===== src/core/cps_pkg.sv =====
// package: offsets, fields, reset values and opcodes of the core pointer/status registers
package cps_pkg;
   // ************************************************************
   // register offsets
   // ************************************************************
   localparam logic [7:0] CPS_STACK_TOP_ADDR = 8'h81;
   localparam logic [7:0] CPS_PTR_LOW_ADDR = 8'h82;
   localparam logic [7:0] CPS_PTR_HIGH_ADDR = 8'h83;
   localparam logic [7:0] CPS_STATUS_ADDR = 8'hd0;
   localparam logic [7:0] CPS_ARITH_ADDR = 8'hf0;
   // ************************************************************
   // reset values
   // ************************************************************
   localparam logic [7:0] CPS_STACK_TOP_RST = 8'h07;
   localparam logic [7:0] CPS_PTR_LOW_RST = 8'h00;
   localparam logic [7:0] CPS_PTR_HIGH_RST = 8'h00;
   localparam logic [7:0] CPS_STATUS_RST = 8'h00;
   localparam logic [7:0] CPS_ARITH_RST = 8'h00;
   // ************************************************************
   // status word fields
   // ************************************************************
   localparam int CPS_CARRY_BIT = 7;
   localparam int CPS_NIBBLE_BIT = 6;
   localparam int CPS_UFLAG0_BIT = 5;
   localparam int CPS_BANK_HI_BIT = 4;
   localparam int CPS_BANK_LO_BIT = 3;
   localparam int CPS_RANGE_BIT = 2;
   localparam int CPS_UFLAG1_BIT = 1;
   localparam int CPS_PARITY_BIT = 0;
   localparam logic [7:0] CPS_BANK_STRIDE = 8'h08;
   // ************************************************************
   // arithmetic operations reported by the datapath
   // ************************************************************
   typedef enum logic [2:0] {
      CPS_OP_NONE = 3'h0,
      CPS_OP_ADD = 3'h1,
      CPS_OP_ADDC = 3'h2,
      CPS_OP_SUBB = 3'h3,
      CPS_OP_MUL = 3'h4,
      CPS_OP_DIV = 3'h5,
      CPS_OP_OTHER = 3'h6
   } cps_op_t;
endpackage


===== src/core/cps_flag_if.sv =====
// interface: flag results passed from the flag unit to the register file
`timescale 1ns/1ps
interface cps_flag_if;
   logic upd_cy;
   logic cy;
   logic upd_ac;
   logic ac;
   logic upd_ov;
   logic ov;
   modport src (output upd_cy, cy, upd_ac, ac, upd_ov, ov);
   modport dst (input upd_cy, cy, upd_ac, ac, upd_ov, ov);
endinterface


===== src/core/cps_core_regs.sv =====
// core pointer/status register file: stack top, data pointer, status word, accumulator
//
// Contract
// - stack top pointer resets to seven so first push lands at eight.
// - a push increments the stack top pointer before the byte is written.
// - low and high pointer bytes form a 16-bit pointer, both read/write.
// - carry flag set by add carry or subtract borrow, else cleared.
// - nibble carry flag set by carry into or borrow from upper nibble.
// - two bank bits pick register bank at 0x00, 0x08, 0x10 or 0x18.
// - range flag set by signed overflow of add, add-with-carry or subtract.
// - range flag set when a multiply product exceeds 255.
// - range flag set when dividing by zero.
// - range flag cleared by those instructions when no overflow occurs.
// - two user flags change only by software writes.
// - parity bit read-only; other status bits writable; status bit-addressable.
// - accumulator is byte-wide, bit-addressable, resets to zero.
`timescale 1ns/1ps
module cps_core_regs
   import cps_pkg::*;
(
   // clock and reset
   input wire logic sys_clk,
   input wire logic rst_n,
   // special register byte access
   input wire logic sfr_wr,
   input wire logic sfr_rd,
   input wire logic [7:0] sfr_addr,
   input wire logic [7:0] sfr_wdata,
   output logic [7:0] sfr_rdata,
   // bit access
   input wire logic bit_wr,
   input wire logic [7:0] bit_addr,
   input wire logic bit_wdata,
   output logic bit_rdata,
   // stack operations
   input wire logic push,
   input wire logic pop,
   // datapath arithmetic and accumulator result
   input wire cps_op_t arith_op,
   input wire logic [7:0] arith_b,
   input wire logic acc_wr,
   input wire logic [7:0] acc_wdata,
   // state seen by the datapath
   output logic [7:0] stack_top_pointer,
   output logic [7:0] push_addr,
   output logic [15:0] data_pointer_16,
   output logic [7:0] main_arith_register,
   output logic [7:0] program_status_word,
   output logic [7:0] bank_base
);
   // ************************************************************
   // helpers
   // ************************************************************
   function automatic logic hit(input logic [7:0] a, input logic [7:0] reg_a);
      hit = (a == reg_a);
   endfunction

   // bit address is byte base plus bit number; only bit-addressable bytes
   function automatic logic bit_hit(input logic [7:0] a, input logic [7:0] reg_a);
      bit_hit = ({a[7:3], 3'h0} == reg_a);
   endfunction

   function automatic logic [7:0] set_bit(input logic [7:0] v, input logic [2:0] n, input logic b);
      logic [7:0] r;
      r = v;
      r[n] = b;
      set_bit = r;
   endfunction

   // ************************************************************
   // state
   // ************************************************************
   logic [7:0] sp_q, sp_d;
   logic [7:0] dpl_q, dpl_d;
   logic [7:0] dph_q, dph_d;
   logic [7:0] acc_q, acc_d;
   logic [7:0] psw_q, psw_d;
   logic [7:0] rd_q, rd_d;
   logic brd_q, brd_d;
   logic [7:0] sp_o_q, pa_q, acc_o_q, psw_o_q, base_q;
   logic [15:0] dp_o_q;
   logic [7:0] acc_n;
   logic [7:0] psw_n;

   cps_flag_if fl ();

   cps_flag_unit u_flags (
      .op (arith_op),
      .opa (acc_q),
      .opb (arith_b),
      .cin (psw_q[CPS_CARRY_BIT]),
      .fl (fl)
   );

   // ************************************************************
   // next-state
   // ************************************************************
   always_comb begin
      sp_d = sp_q;
      dpl_d = dpl_q;
      dph_d = dph_q;
      acc_d = acc_q;
      psw_d = psw_q;
      if (push && !pop) begin
         sp_d = sp_q + 8'h01;
      end else if (pop && !push) begin
         sp_d = sp_q - 8'h01;
      end
      // datapath result first; software access takes precedence below
      if (acc_wr) begin
         acc_d = acc_wdata;
      end
      if (fl.upd_cy) begin
         psw_d[CPS_CARRY_BIT] = fl.cy;
      end
      if (fl.upd_ac) begin
         psw_d[CPS_NIBBLE_BIT] = fl.ac;
      end
      if (fl.upd_ov) begin
         psw_d[CPS_RANGE_BIT] = fl.ov;
      end
      if (sfr_wr) begin
         if (hit(sfr_addr, CPS_STACK_TOP_ADDR)) begin
            sp_d = sfr_wdata;
         end
         if (hit(sfr_addr, CPS_PTR_LOW_ADDR)) begin
            dpl_d = sfr_wdata;
         end
         if (hit(sfr_addr, CPS_PTR_HIGH_ADDR)) begin
            dph_d = sfr_wdata;
         end
         if (hit(sfr_addr, CPS_STATUS_ADDR)) begin
            psw_d = sfr_wdata;
         end
         if (hit(sfr_addr, CPS_ARITH_ADDR)) begin
            acc_d = sfr_wdata;
         end
      end
      if (bit_wr) begin
         if (bit_hit(bit_addr, CPS_STATUS_ADDR)) begin
            psw_d = set_bit(psw_d, bit_addr[2:0], bit_wdata);
         end
         if (bit_hit(bit_addr, CPS_ARITH_ADDR)) begin
            acc_d = set_bit(acc_d, bit_addr[2:0], bit_wdata);
         end
      end
      psw_d[CPS_PARITY_BIT] = ^acc_d;
      acc_n = acc_d;
      psw_n = psw_d;
      // read data registered for output
      rd_d = 8'h00;
      if (sfr_rd) begin
         if (hit(sfr_addr, CPS_STACK_TOP_ADDR)) begin
            rd_d = sp_q;
         end else if (hit(sfr_addr, CPS_PTR_LOW_ADDR)) begin
            rd_d = dpl_q;
         end else if (hit(sfr_addr, CPS_PTR_HIGH_ADDR)) begin
            rd_d = dph_q;
         end else if (hit(sfr_addr, CPS_STATUS_ADDR)) begin
            rd_d = psw_q;
         end else if (hit(sfr_addr, CPS_ARITH_ADDR)) begin
            rd_d = acc_q;
         end else begin
            rd_d = 8'h00;
         end
      end
      brd_d = 1'b0;
      if (bit_hit(bit_addr, CPS_STATUS_ADDR)) begin
         brd_d = psw_q[bit_addr[2:0]];
      end else if (bit_hit(bit_addr, CPS_ARITH_ADDR)) begin
         brd_d = acc_q[bit_addr[2:0]];
      end
   end

   // ************************************************************
   // registers
   // ************************************************************
   always_ff @(posedge sys_clk) begin
      if (!rst_n) begin
         sp_q <= CPS_STACK_TOP_RST;
         dpl_q <= CPS_PTR_LOW_RST;
         dph_q <= CPS_PTR_HIGH_RST;
         acc_q <= CPS_ARITH_RST;
         psw_q <= CPS_STATUS_RST;
         rd_q <= 8'h00;
         brd_q <= 1'b0;
         sp_o_q <= CPS_STACK_TOP_RST;
         pa_q <= CPS_STACK_TOP_RST + 8'h01;
         dp_o_q <= {CPS_PTR_HIGH_RST, CPS_PTR_LOW_RST};
         acc_o_q <= CPS_ARITH_RST;
         psw_o_q <= CPS_STATUS_RST;
         base_q <= 8'h00;
      end else begin
         sp_q <= sp_d;
         dpl_q <= dpl_d;
         dph_q <= dph_d;
         acc_q <= acc_n;
         psw_q <= psw_n;
         rd_q <= rd_d;
         brd_q <= brd_d;
         // outputs mirror the next state so they track the internal registers
         sp_o_q <= sp_d;
         // push address is pointer plus one
         pa_q <= sp_d + 8'h01;
         dp_o_q <= {dph_d, dpl_d};
         acc_o_q <= acc_n;
         psw_o_q <= psw_n;
         base_q <= CPS_BANK_STRIDE * {6'h00, psw_n[CPS_BANK_HI_BIT:CPS_BANK_LO_BIT]};
      end
   end

   assign sfr_rdata = rd_q;
   assign bit_rdata = brd_q;
   assign stack_top_pointer = sp_o_q;
   assign push_addr = pa_q;
   assign data_pointer_16 = dp_o_q;
   assign main_arith_register = acc_o_q;
   assign program_status_word = psw_o_q;
   assign bank_base = base_q;
endmodule // cps_core_regs


===== src/core/cps_flag_unit.sv =====
// flag unit: carry, nibble carry and range flags from an arithmetic operation
`timescale 1ns/1ps
module cps_flag_unit
   import cps_pkg::*;
(
   // operation
   input wire cps_op_t op,
   input wire logic [7:0] opa,
   input wire logic [7:0] opb,
   input wire logic cin,
   // results
   cps_flag_if.src fl
);
   logic [8:0] sum;
   logic [4:0] nib;
   logic [15:0] prod;
   always_comb begin
      sum = 9'h000;
      nib = 5'h00;
      prod = opa * opb;
      fl.upd_cy = 1'b0;
      fl.cy = 1'b0;
      fl.upd_ac = 1'b0;
      fl.ac = 1'b0;
      fl.upd_ov = 1'b0;
      fl.ov = 1'b0;
      case (op)
         CPS_OP_ADD, CPS_OP_ADDC: begin
            sum = {1'b0, opa} + {1'b0, opb} + {8'h00, (op == CPS_OP_ADDC) & cin};
            nib = {1'b0, opa[3:0]} + {1'b0, opb[3:0]} + {4'h0, (op == CPS_OP_ADDC) & cin};
            fl.upd_cy = 1'b1;
            fl.cy = sum[8];
            fl.upd_ac = 1'b1;
            fl.ac = nib[4];
            fl.upd_ov = 1'b1;
            fl.ov = (opa[7] == opb[7]) && (sum[7] != opa[7]);
         end
         CPS_OP_SUBB: begin
            sum = {1'b0, opa} - {1'b0, opb} - {8'h00, cin};
            nib = {1'b0, opa[3:0]} - {1'b0, opb[3:0]} - {4'h0, cin};
            fl.upd_cy = 1'b1;
            fl.cy = sum[8];
            fl.upd_ac = 1'b1;
            fl.ac = nib[4];
            fl.upd_ov = 1'b1;
            fl.ov = (opa[7] != opb[7]) && (sum[7] != opa[7]);
         end
         CPS_OP_MUL: begin
            fl.upd_cy = 1'b1;
            fl.upd_ov = 1'b1;
            fl.ov = (prod[15:8] != 8'h00);
         end
         CPS_OP_DIV: begin
            fl.upd_cy = 1'b1;
            fl.upd_ov = 1'b1;
            fl.ov = (opb == 8'h00);
         end
         CPS_OP_OTHER: begin
            fl.upd_cy = 1'b1;
            fl.upd_ac = 1'b1;
         end
         default: begin
            fl.upd_cy = 1'b0;
         end
      endcase
   end
endmodule // cps_flag_unit


===== config.mk =====
export PLATFORM = sky130hd
export DESIGN_NAME = cps_core_regs
export DESIGN_NICKNAME = d
export VERILOG_FILES = /design/src/core/cps_pkg.sv /design/src/core/cps_flag_if.sv /design/src/core/cps_core_regs.sv /design/src/core/cps_flag_unit.sv
export SDC_FILE = /design/constraint.sdc
export NUM_CORES = 1
export LEC_CHECK = 0
export ABC_AREA = 1
export BUFFER_PORTS_ARGS = -buffer_cell sky130_fd_sc_hd__buf_4
export CORE_MARGIN = 1.5
export CORE_UTILIZATION = 50
export CTS_CLUSTER_SIZE = 28
export DETAILED_ROUTE_END_ITERATION = 12
export PLACE_DENSITY = 0.79
export RECOVER_POWER = 100
export SKIP_CTS_REPAIR_TIMING = 1
export SLEW_MARGIN = 20
export SYNTH_ARGS = -nofsm -noshare
export SYNTH_HDL_FRONTEND = slang
export SYNTH_SLANG_ARGS = --single-unit
export TNS_END_PERCENT = 50

===== constraint.sdc =====
create_clock -name sys_clk -period 8.2 [get_ports sys_clk]
set_clock_uncertainty 0.1 [all_clocks]
set_input_delay 0.41 -clock sys_clk [delete_from_list [all_inputs] [get_ports sys_clk]]
set_output_delay 0.41 -clock sys_clk [all_outputs]
set_load 0.005 [all_outputs]

Yosys cells after proc, flatten, opt, wreduce, memory -nomap -nowiden --
Index checks and enable logic that the tools add are counted. W data, S select, Z words.
Cells by class: add/subtract/negate cells 11, multiply operators 1, $lt $le $gt $ge 2, equality and inequality tests 17, muxes and demuxes 41, bitwise logic cells 1, reduce and logical (&&, ||, !) cells 15
Operators with widths (count):
- $mux W8 | 22
- $eq A8 B8 Y1 const B | 5
- $add A8 B1 Y8 const B | 2
- $bwmux W8 | 2
- $mul A8 B8 Y16 | 1
- $mux W1 | 11
- $eq A5 B5 Y1 const B | 2
- $add A8 B8 Y9 | 1
- $add A9 B1 Y9 | 1
- $eq A3 B3 Y1 const B | 3
- $sub A8 B8 Y9 | 1
- $sub A9 B1 Y9 | 1
- $logic_not A8 Y1 | 1
- $reduce_bool A8 Y1 | 1
- $reduce_xor A8 Y1 | 1
- $sub A8 B1 Y8 const B | 1
- $bmux W1 S3 | 2
- $eq A3 B2 Y1 const B | 2
- $reduce_or A6 Y1 | 1
- $add A4 B4 Y5 | 1
- $add A5 B1 Y5 | 1
- $logic_and A1 B1 Y1 | 5
- $reduce_or A5 Y1 | 1
- $sub A4 B4 Y5 | 1
- 14 further kinds | 18
Word-level totals: register bits 81, input port bits 52, output and inout bits 65, word-level logic and storage cells 99

Longest topological paths before layout --
Gate-level depths: netlist of the first run.
word-level depth 12, depth in mapped cells 27, gate-level depth less buffers 26

By module --
Synthesis of the first run repeated with hierarchy kept, for this count alone.
Second synthesis, totals: cell total of the unflattened synthesis 981, area, all modules 6343.6 µm²
By module, submodules not included:
- cps_core_regs | times used 1, cells an instance 540, area an instance 3465.8 µm², sequential area each 1141.1 µm²
- cps_flag_unit | times used 1, cells an instance 441, area an instance 2877.8 µm², sequential area each 0.0 µm²

Worst setup path after synthesis of the first run --
OpenSTA, ideal clock, no wires.
path type input to register, start point input port arith_b[7], end point register psw_o_q[2], in the netlist program_status_word[2], library setup time 0.134 ns, data arrival time 4.106 ns, data required time 7.966 ns, path slack 3.860 ns, cell stages on the path 20, path buffers 1, cells stage by stage clkbuf_1 -> nand2_1 -> fa_1 -> fa_1 -> fa_1 -> fa_1 -> inv_1 -> ha_1 -> a21oi_1 -> o21ai_0 -> a21oi_1 -> nand3_1 -> nand2_1 -> nand2_1 -> nor2_1 -> nand2_1 -> nand2_1 -> nand3_1 -> nand2_1 -> a21oi_1
On the way: cells in the longest elaborated chain, start to end 11, elaborated cells between the ends (all ways) 20, those cells by class 4 x add/sub; 1 x mul; 4 x eq/ne; 7 x mux; 4 x reduce/logical
Ends and longest elaborated chain:
- start, declared | line cps_core_regs.sv:40 | input wire logic [7:0] arith_b,
- branches (longest 4 deep; another with $mul A8 B8 Y16)
- $pmux W1 S4 * | line cps_flag_unit.sv:27 | case (op)
- $mux W1 * | line cps_core_regs.sv:119 | if (fl.upd_ov) begin
- $mux W8 | line cps_core_regs.sv:132 | if (hit(sfr_addr, CPS_STATUS_ADDR)) begin
- $mux W8 * | line cps_core_regs.sv:122 | if (sfr_wr) begin
- $bwmux W8 | line cps_core_regs.sv:66 | r[n] = b;
- $mux W8 | line cps_core_regs.sv:140 | if (bit_hit(bit_addr, CPS_STATUS_ADDR)) begin
- $mux W8 * | line cps_core_regs.sv:139 | if (bit_wr) begin
- end signal, assigned | line cps_core_regs.sv:207 | psw_o_q <= psw_n;
- end, declared | line cps_core_regs.sv:80 | logic [7:0] sp_o_q, pa_q, acc_o_q, psw_o_q, base_q;
Every way passes the cells marked *. A chain may end at the register's enable or synchronous reset.

==> results of run 1 <==
worst min-delay path, delay by kind of cell:
| kind | cells | cell delay, ns |
|---|---|---|
| compound gates | 1 | 0.05 |
| buf+inv | 2 | 0.21 |
sequential cells by signal, summed over array words and instances, names as in the netlist:
name / cells
main_arith_register: 8
stack_top_pointer: 8
push_addr: 8
bit_rdata: 1
data_pointer_16: 1
dph_q: 8
program_status_word: 8
dpl_q: 7
sfr_rdata: 8
kinds of logic after synthesis:
group	share of synthesized area
simple gates	0.266
buf+inv	0.145
compound gates	0.151
fa+ha+maj	0.233
flops	0.187
xor+xnor	0.0172
other cells	0.000615
path summary, 6_finish.rpt:
check | from | endpoint | slack (ns)
worst max-delay path | main_arith_register[0] | program_status_word[2] | 3.46
worst min-delay path | sfr_wdata[4] | dph_q[4] | 0.28
worst max register to register | main_arith_register[0] | program_status_word[2] | 3.46
worst min register to register | dpl_q[2] | dpl_q[2] | 0.42
metrics by stage:
step / area (µm²) / hold WS, ns / power, mW
CTS: 7230 / 0.284 / 0.992
global route: 7110 / 0.291 / 1.04
detailed placement: 6930 / 0.405 / 0.612
floorplan: 6110 / 0.386 / 0.516
global placement: 6930 / 0.398 / 0.607
finish: 7110 / 0.284 / 0.984
power by group through the flow:
stage          registers [mW]  clock network (mW)  logic (mW)
4_1_cts                 0.306               0.383       0.303
2_1_floorplan           0.304                   0       0.212
3_3_place_gp            0.312                   0       0.295
5_1_grt                 0.308               0.392       0.339
3_5_place_dp            0.312                   0       0.300
6_report                0.306               0.382       0.295
per-layer routing:
layer / vias up / GRT usage / wire [µm] / share of wire
met1: 2825 / 0.362 / 7370 / 0.42
li1: 3041 / - / - / -
met3: 41 / 0.0324 / 1220 / 0.070
met5: - / 0 / 0 / 0
met4: 0 / 0.0792 / 422 / 0.024
met2: 270 / 0.474 / 8340 / 0.48
layout make-up:
cell class / count / area [µm²]
Fill cell: 1111 / 4860
Clock inverter: 6 / 67.6
Sequential cell: 57 / 1140
Clock buffer: 10 / 239
Timing Repair Buffer: 110 / 785
Tap cell: 147 / 184
Multi-Input combinational cell: 632 / 4010
Inverter: 182 / 683
synth_stat cells (4+ instances only):
cell type    n
nand4_1     13
xor2_1       8
xnor2_1      4
nand2_2      4
nor3_1      12
inv_2       10
nand3_1     39
clkbuf_1    21
a221oi_1     8
a21oi_1     48
o211ai_2     6
dfxtp_1     57
o211ai_1     5
o22ai_1     13
nor2_1      81
buf_4        9
ha_1        56
inv_1      171
nand2_1    205
fa_1        36
o21ai_0     38
o21ai_1      9
nand3b_1     4
buf_2        6
==> load_flow_metrics.sql, run 1 <==
INSERT INTO impl_metrics (metric_group, metric, value, unit) VALUES
('timing', 'setup_violations', '0', ''),
('layout', 'most-common-layout-cells', 'nand2_1, inv_1, nor2_1', ''),
('timing', 'rsz0062_at_grt', 'false', ''),
('placed_design', 'dp.final_hpwl', '13.7', 'mm'),
('pwr', 'power.density_cell_area', '138', 'nW/µm²'),
('route', 'detailed_routing_iteration_count_for_the_pre_antenna_repair_pass', '6', ''),
('critical_path', 'startpoint_type', 'register', ''),
('route', 'route.detailed.vias_per_inst', '5.40', ''),
('route', 'detail_route.drc_violations', '0', ''),
('timing', 'final_slew_viol_count', '14', ''),
('synthesis', 'ys_types', '49', ''),
('synthesis', 'synthesis.yosys.warnings', '0', ''),
('clocking', 'clock_tree.buffer_depth', '2', ''),
('clocking', 'cts_tree', 'yes', ''),
('die', 'fp.dieArea', '12900', 'µm²'),
('critical_path', 'cp.depth', '21', ''),
('route', 'route.antenna.remaining_nets', '0', ''),
('pwr', 'p_leak', '3.80', 'nW'),
('timing', 'max_slew.worst_pin.slew', '1.80', 'ns'),
('synthesis', 'yosys.area.top_type_share', '0.187', ''),
('job', 'maxCapViolCount', '1', ''),
('clocking', 'clk_transition_reported_paths', '0.06', 'ns'),
('clocking', 'clock_sinks', '57', ''),
('global_route', 'grtUsageTotal', '0.274', ''),
('critical_path', 'timing.critical_path.arrival', '4.81', 'ns'),
('placed_design', 'placed_cells', '1128', ''),
('synthesis', 'ys_ff_latch', '57', ''),
('critical_path', 'critical_path_s_top_delay_family', 'adder cells', ''),
('synthesis', 'ys_top_cells_by_area', 'dfxtp_1, nand2_1, fa_1', ''),
('pwr', 'combPwrFrac', '0.300', ''),
('route', 'detail_route.iter0.violations', '484', ''),
('placed_design', 'buffer_ports.inserted', '110', ''),
('route', 'finalWirelength', '17.4', 'mm'),
('critical_path', 'timing.critical_path.fanout_max', '12', ''),
('clocking', 'insertion_delay', '0.33', 'ns'),
('layout', 'final_core_util', '0.594', ''),
('hold_path', 'min-delay-path-class', 'input port to register', ''),
('timing', 'final.setup.tns', '0', 'ns'),
('timing', 'setup_slack', '3.46', 'ns'),
('clocking', 'cts-buffers-inserted', '9', ''),
('die', 'die_height', '113', 'µm'),
('clocking', 'cts-htree-levels', '3', ''),
('layout', 'layout-drive-gt1-share', '0.135', ''),
('run_status', 'failed_checks', 'max-capacitance violations, max-slew violations', ''),
('timing', 'timing.fmax', '211', 'MHz'),
('timing', 'slew_headroom', '-0.208', ''),
('layout', 'finalNonFillerCells', '1144', ''),
('hold_path', 'timing.hold.worst_path_depth', '3', ''),
('die', 'fp.dieW', '113', 'µm'),
('synthesis', 'synthFlopType', 'dfxtp_1', ''),
('timing', 'timing.final.hold_violations', '0', ''),
('layout', 'layout.cells.most_common', 'nand2_1', ''),
('layout', 'antenna_cells_inserted', '0', ''),
('die', 'placementRows', '40', ''),
('critical_path', 'cp_num_buf_inv', '1', ''),
('pwr', 'sw_frac_of_total', '0.341', ''),
('pwr', 'clock_network_power_share', '0.389', ''),
('critical_path', 'endpoint_kind', 'register', ''),
('critical_path', 'critPathSlowestCell', 'dfxtp_1', ''),
('synthesis', 'synth_top_cell_by_area', 'dfxtp_1', ''),
('placed_design', 'pre_cts_slack', '3.46', 'ns'),
('route', 'wire_per_inst', '15.2', 'µm'),
('synthesis', 'ys_seq_area_frac', '0.187', ''),
('critical_path', 'reg2regPathDepth', '21', ''),
('pwr', 'power.internal', '0.648', 'mW'),
('run_status', 'status', 'finished with violations', ''),
('synthesis', 'async_flop_share', '0', ''),
('route', 'detailroute.via_count', '6177', ''),
('critical_path', 'crit_chain', 'nand2_1 > fa_1 > fa_1 > inv_1 > fa_1 > fa_1 > ha_1 > nand2_1 > nand2_1 > nand2_1 > nand2_1 > a21oi_1 > nand3b_1 > nand2_1 > nand3_1 > nor2_1 > nand2_1 > nand2_1 > nand3_1 > nand2_1 > a21oi_1', ''),
('global_route', 'pin_count_of_the_biggest_net_entering_global_routing', '28', ''),
('clocking', 'clockRootBuffer', 'clkbuf_16', '');
Power figures use the tool's default switching activity.
==> run 2, diff against run 1 <==
--- a/config.mk
+++ b/config.mk
@@ -5,13 +5,13 @@
 export SDC_FILE = /design/constraint.sdc
 export NUM_CORES = 1
 export LEC_CHECK = 0
-export ABC_AREA = 1
+export ABC_AREA = 0
 export BUFFER_PORTS_ARGS = -buffer_cell sky130_fd_sc_hd__buf_4
 export CORE_MARGIN = 1.5
 export CORE_UTILIZATION = 50
 export CTS_CLUSTER_SIZE = 28
 export DETAILED_ROUTE_END_ITERATION = 12
-export PLACE_DENSITY = 0.79
+export PLACE_DENSITY = 0.82
 export RECOVER_POWER = 100
 export SKIP_CTS_REPAIR_TIMING = 1
 export SLEW_MARGIN = 20
==> constraint.sdc (replaced) <==
create_clock -name sys_clk -period 3.81 [get_ports sys_clk]
set_clock_uncertainty 0.1 [all_clocks]
set_input_delay 0.1905 -clock sys_clk [delete_from_list [all_inputs] [get_ports sys_clk]]
set_output_delay 0.1905 -clock sys_clk [all_outputs]
set_load 0.005 [all_outputs]
==> load_flow_metrics.sql, run 2 <==
INSERT INTO impl_metrics (metric_group, metric, value, unit) VALUES
('run_status', 'status', 'finished with violations', ''),
('run_status', 'failed_checks', 'negative setup slack', ''),
('clocking', 'clock_sinks', '57', ''),
('global_route', 'first_pass_grt_wire_length', '28.6', 'mm'),
('route', 'detail_route.iter0.violations', '703', ''),
('global_route', 'grt_pass1_vias', '5718', ''),
('timing', 'slew_headroom', '0.505', ''),
('route', 'detail_route.wirelength.met1', '7.91', 'mm'),
('synthesis', 'ys_seq_area_frac', '0.190', ''),
('pwr', 'p_leak', '3.66', 'nW'),
('synthesis', 'ys_top_cells_by_area', 'dfxtp_1, fa_1, ha_1', ''),
('die', 'fp.dieW', '113', 'µm'),
('placed_design', 'pre_cts_slack', '-0.609', 'ns'),
('job', 'maxCapViolCount', '0', ''),
('timing', 'timing.fmax', '230', 'MHz'),
('clocking', 'clockRootBuffer', 'clkbuf_16', ''),
('clocking', 'cts_tree', 'yes', ''),
('route', 'detailroute.via_count', '5923', ''),
('hold_path', 'min-delay-path-class', 'input port to register', ''),
('die', 'core_region_area', '11600', 'µm²'),
('critical_path', 'worstSetupStartpoint', 'main_arith_register[5]', ''),
('synthesis', 'synthesis.yosys.warnings', '0', ''),
('pwr', 'p_sw', '0.739', 'mW'),
('layout', 'most-common-layout-cells', 'buf_4, inv_1, nand2_1', ''),
('synthesis', 'ys_types', '68', ''),
('pwr', 'clock_network_power_share', '0.384', ''),
('synthesis', 'synth.avg_cell_area', '8.49', 'µm²'),
('critical_path', 'regToRegStartpoint', 'main_arith_register[5]', ''),
('route', 'route.detailed.vias_per_inst', '5.86', ''),
('synthesis', 'netlist_area', '6020', 'µm²'),
('die', 'initial_utilization', '0.521', ''),
('route', 'maxUsedRoutingLayer', 'met4', ''),
('global_route', 'grtUsageTotal', '0.285', ''),
('critical_path', 'endpoint_kind', 'register', ''),
('placed_design', 'placed_area', '7370', 'µm²'),
('critical_path', 'required', '3.90', 'ns'),
('synthesis', 'synth_top_cell_by_area', 'dfxtp_1', ''),
('pwr', 'irDropWorstVdd', '0.000248', 'V'),
('route', 'detailroute.wirelength.met2', '8.25', 'mm'),
('synthesis', 'async_flop_share', '0', ''),
('clocking', 'cts-buffers-inserted', '9', ''),
('critical_path', 'timing.critical_path.fanout_max', '8', ''),
('synthesis', 'netlist_top_cells_count', 'inv_1, nand2_1, dfxtp_1', ''),
('route', 'met3_wirelength', '1.42', 'mm'),
('layout', 'layout.cells.most_common', 'buf_4', ''),
('pwr', 'combPwrFrac', '0.340', ''),
('timing', 'max_slew.worst_pin.slew', '0.723', 'ns'),
('timing', 'layout_min_cycle_time', '4.34', 'ns'),
('placed_design', 'dp.final_hpwl', '13.8', 'mm'),
('timing', 'timing.final.hold_violations', '0', ''),
('pwr', 'p_total', '2.41', 'mW'),
('pwr', 'power.internal', '1.67', 'mW'),
('synthesis', 'synth_enable_flop_cells', '0', ''),
('clocking', 'insertion_delay', '0.33', 'ns'),
('timing', 'setup_violations', '1', ''),
('critical_path', 'reg2reg_slack', '-0.53', 'ns'),
('timing', 'timing.final.crit_share', '1.14', ''),
('route', 'route.antenna.remaining_nets', '0', ''),
('layout', 'final_area', '7790', 'µm²'),
('critical_path', 'startpoint_type', 'register', ''),
('global_route', 'grt_overflow_total', '0', ''),
('layout', 'syn2layout_area_growth', '29.3', '%'),
('critical_path', 'timing.critical_path.arrival', '4.44', 'ns'),
('die', 'die_height', '113', 'µm'),
('route', 'detail_route.drc_violations', '0', ''),
('die', 'placementRows', '39', ''),
('pwr', 'power.density_cell_area', '309', 'nW/µm²'),
('timing', 'rsz0062_at_grt', 'true', ''),
('pwr', 'seq_power_share', '0.276', ''),
('clocking', 'clk_transition_reported_paths', '0.06', 'ns'),
('placed_design', 'rd_place_congestion', '0.977', ''),
('critical_path', 'timing.setup.critical_path_class', 'register to register', ''),
('layout', 'layout-drive-gt1-share', '0.277', ''),
('global_route', 'number_of_antenna_violations_at_the_first_check_in_global_routing', '1', ''),
('synthesis', 'postSynthCellCount', '709', ''),
('synthesis', 'ys_ff_latch', '57', ''),
('synthesis', 'yosys.area.top_type_share', '0.190', ''),
('synthesis', 'synthFlopType', 'dfxtp_1', ''),
('placed_design', 'buffer_ports.inserted', '110', ''),
('route', 'wire_per_inst', '18.0', 'µm'),
('layout', 'nNetsFinal', '1005', ''),
('timing', 'setup_slack', '-0.531', 'ns'),
('synthesis', 'synth_most_common_cell', 'inv_1', ''),
('hold_path', 'startpoint_of_the_tightest_hold_check_path', 'rst_n', ''),
('pwr', 'sw_frac_of_total', '0.307', ''),
('hold_path', 'timing.hold.worst_path_depth', '2', ''),
('die', 'fp.dieArea', '12700', 'µm²'),
('route', 'finalWirelength', '18.2', 'mm'),
('critical_path', 'reg2regPathDepth', '15', ''),
('clocking', 'cts-htree-levels', '3', ''),
('timing', 'final_slew_viol_count', '0', ''),
('clocking', 'clock_tree.buffer_depth', '2', ''),
('route', 'detailed_routing_iteration_count_for_the_pre_antenna_repair_pass', '5', ''),
('die', 'boundaryPins', '117', ''),
('global_route', 'pin_count_of_the_biggest_net_entering_global_routing', '36', '');
==> run 2: cell types whose count changed after synthesis, moves of 23 or more <==
cell	previous run	this run
nand2_1	205	60
inv_1	171	78
and2_1	0	36
mux2i_1	0	29
nor2_1	81	55
nand3_1	39	16
==> run 2: final timing paths <==
kind	endpoint
worst min register to register	dph_q[3]
worst max register to register	program_status_word[2]
worst max-delay path	program_status_word[2]
worst min-delay path	stack_top_pointer[2]
==> run 2: cells by family (layout without fill, tap and decap cells) <==
group / Yosys count / count (layout) / synth area share
buffers and inverters: 118 / 270 / 0.0808
XOR/XNOR: 20 / 20 / 0.0337
flip-flops: 57 / 57 / 0.190
other: 1 / 7 / 0.000623
adder cells (fa/ha/maj): 92 / 92 / 0.236
AND/OR/NAND/NOR: 244 / 244 / 0.220
AO/OA/AOI/OAI: 124 / 124 / 0.134
multiplexers: 53 / 53 / 0.105
==> run 2: power by group through the flow <==
stage                     Sequential (mW)  Clock (mW)  Combinational (mW)
after floorplan                     0.666           0               0.468
after global placement              0.673           0               0.726
after detailed placement            0.674           0               0.743
after CTS                           0.662       0.926               0.752
after global routing                0.666       0.953               0.901
final                               0.664       0.924               0.817
==> run 2: stage by stage <==
stage	instances	hold WS, ns	utilization	setup TNS [ns]
final	1010	0.0390	0.673	-0.531
after global routing	1010	0.0441	0.673	-0.720
after CTS	1009	0.0338	0.666	-0.661
after detailed placement	993	0.371	0.637	-0.609
after global placement	993	0.369	0.637	-0.621
after floorplan	714	0.212	-	-0.425
==> run 2: worst max-delay path, cell delays in order (launching register included) <==
cell and delay (ns):
dfxtp_4 0.37, and2_1 0.16, fa_1 0.54, inv_1 0.06, fa_1 0.47, inv_1 0.05, fa_1 0.46, fa_1 0.57
ha_4 0.22, a21o_1 0.16, a21o_1 0.17, a21o_1 0.17, nor3_1 0.14, o21ai_1 0.10, a2111oi_2 0.32, o211ai_1 0.14
==> run 2: layout make-up <==
cell class / instances / area [µm²]
fill: 884 / 3780
tap: 143 / 179
clock buffer: 11 / 233
antenna: 1 / 2.50
sequential: 57 / 1150
multi-input combinational: 539 / 4540
inverter: 79 / 297
timing repair buffer: 175 / 1280
clock inverter: 5 / 104
==> run 2: per-layer routing <==
layer	GRT usage	vias up
met1	0.392	2813
met4	0.107	0
met2	0.449	306
met3	0.0514	50
met5	0	-
li1	-	2754
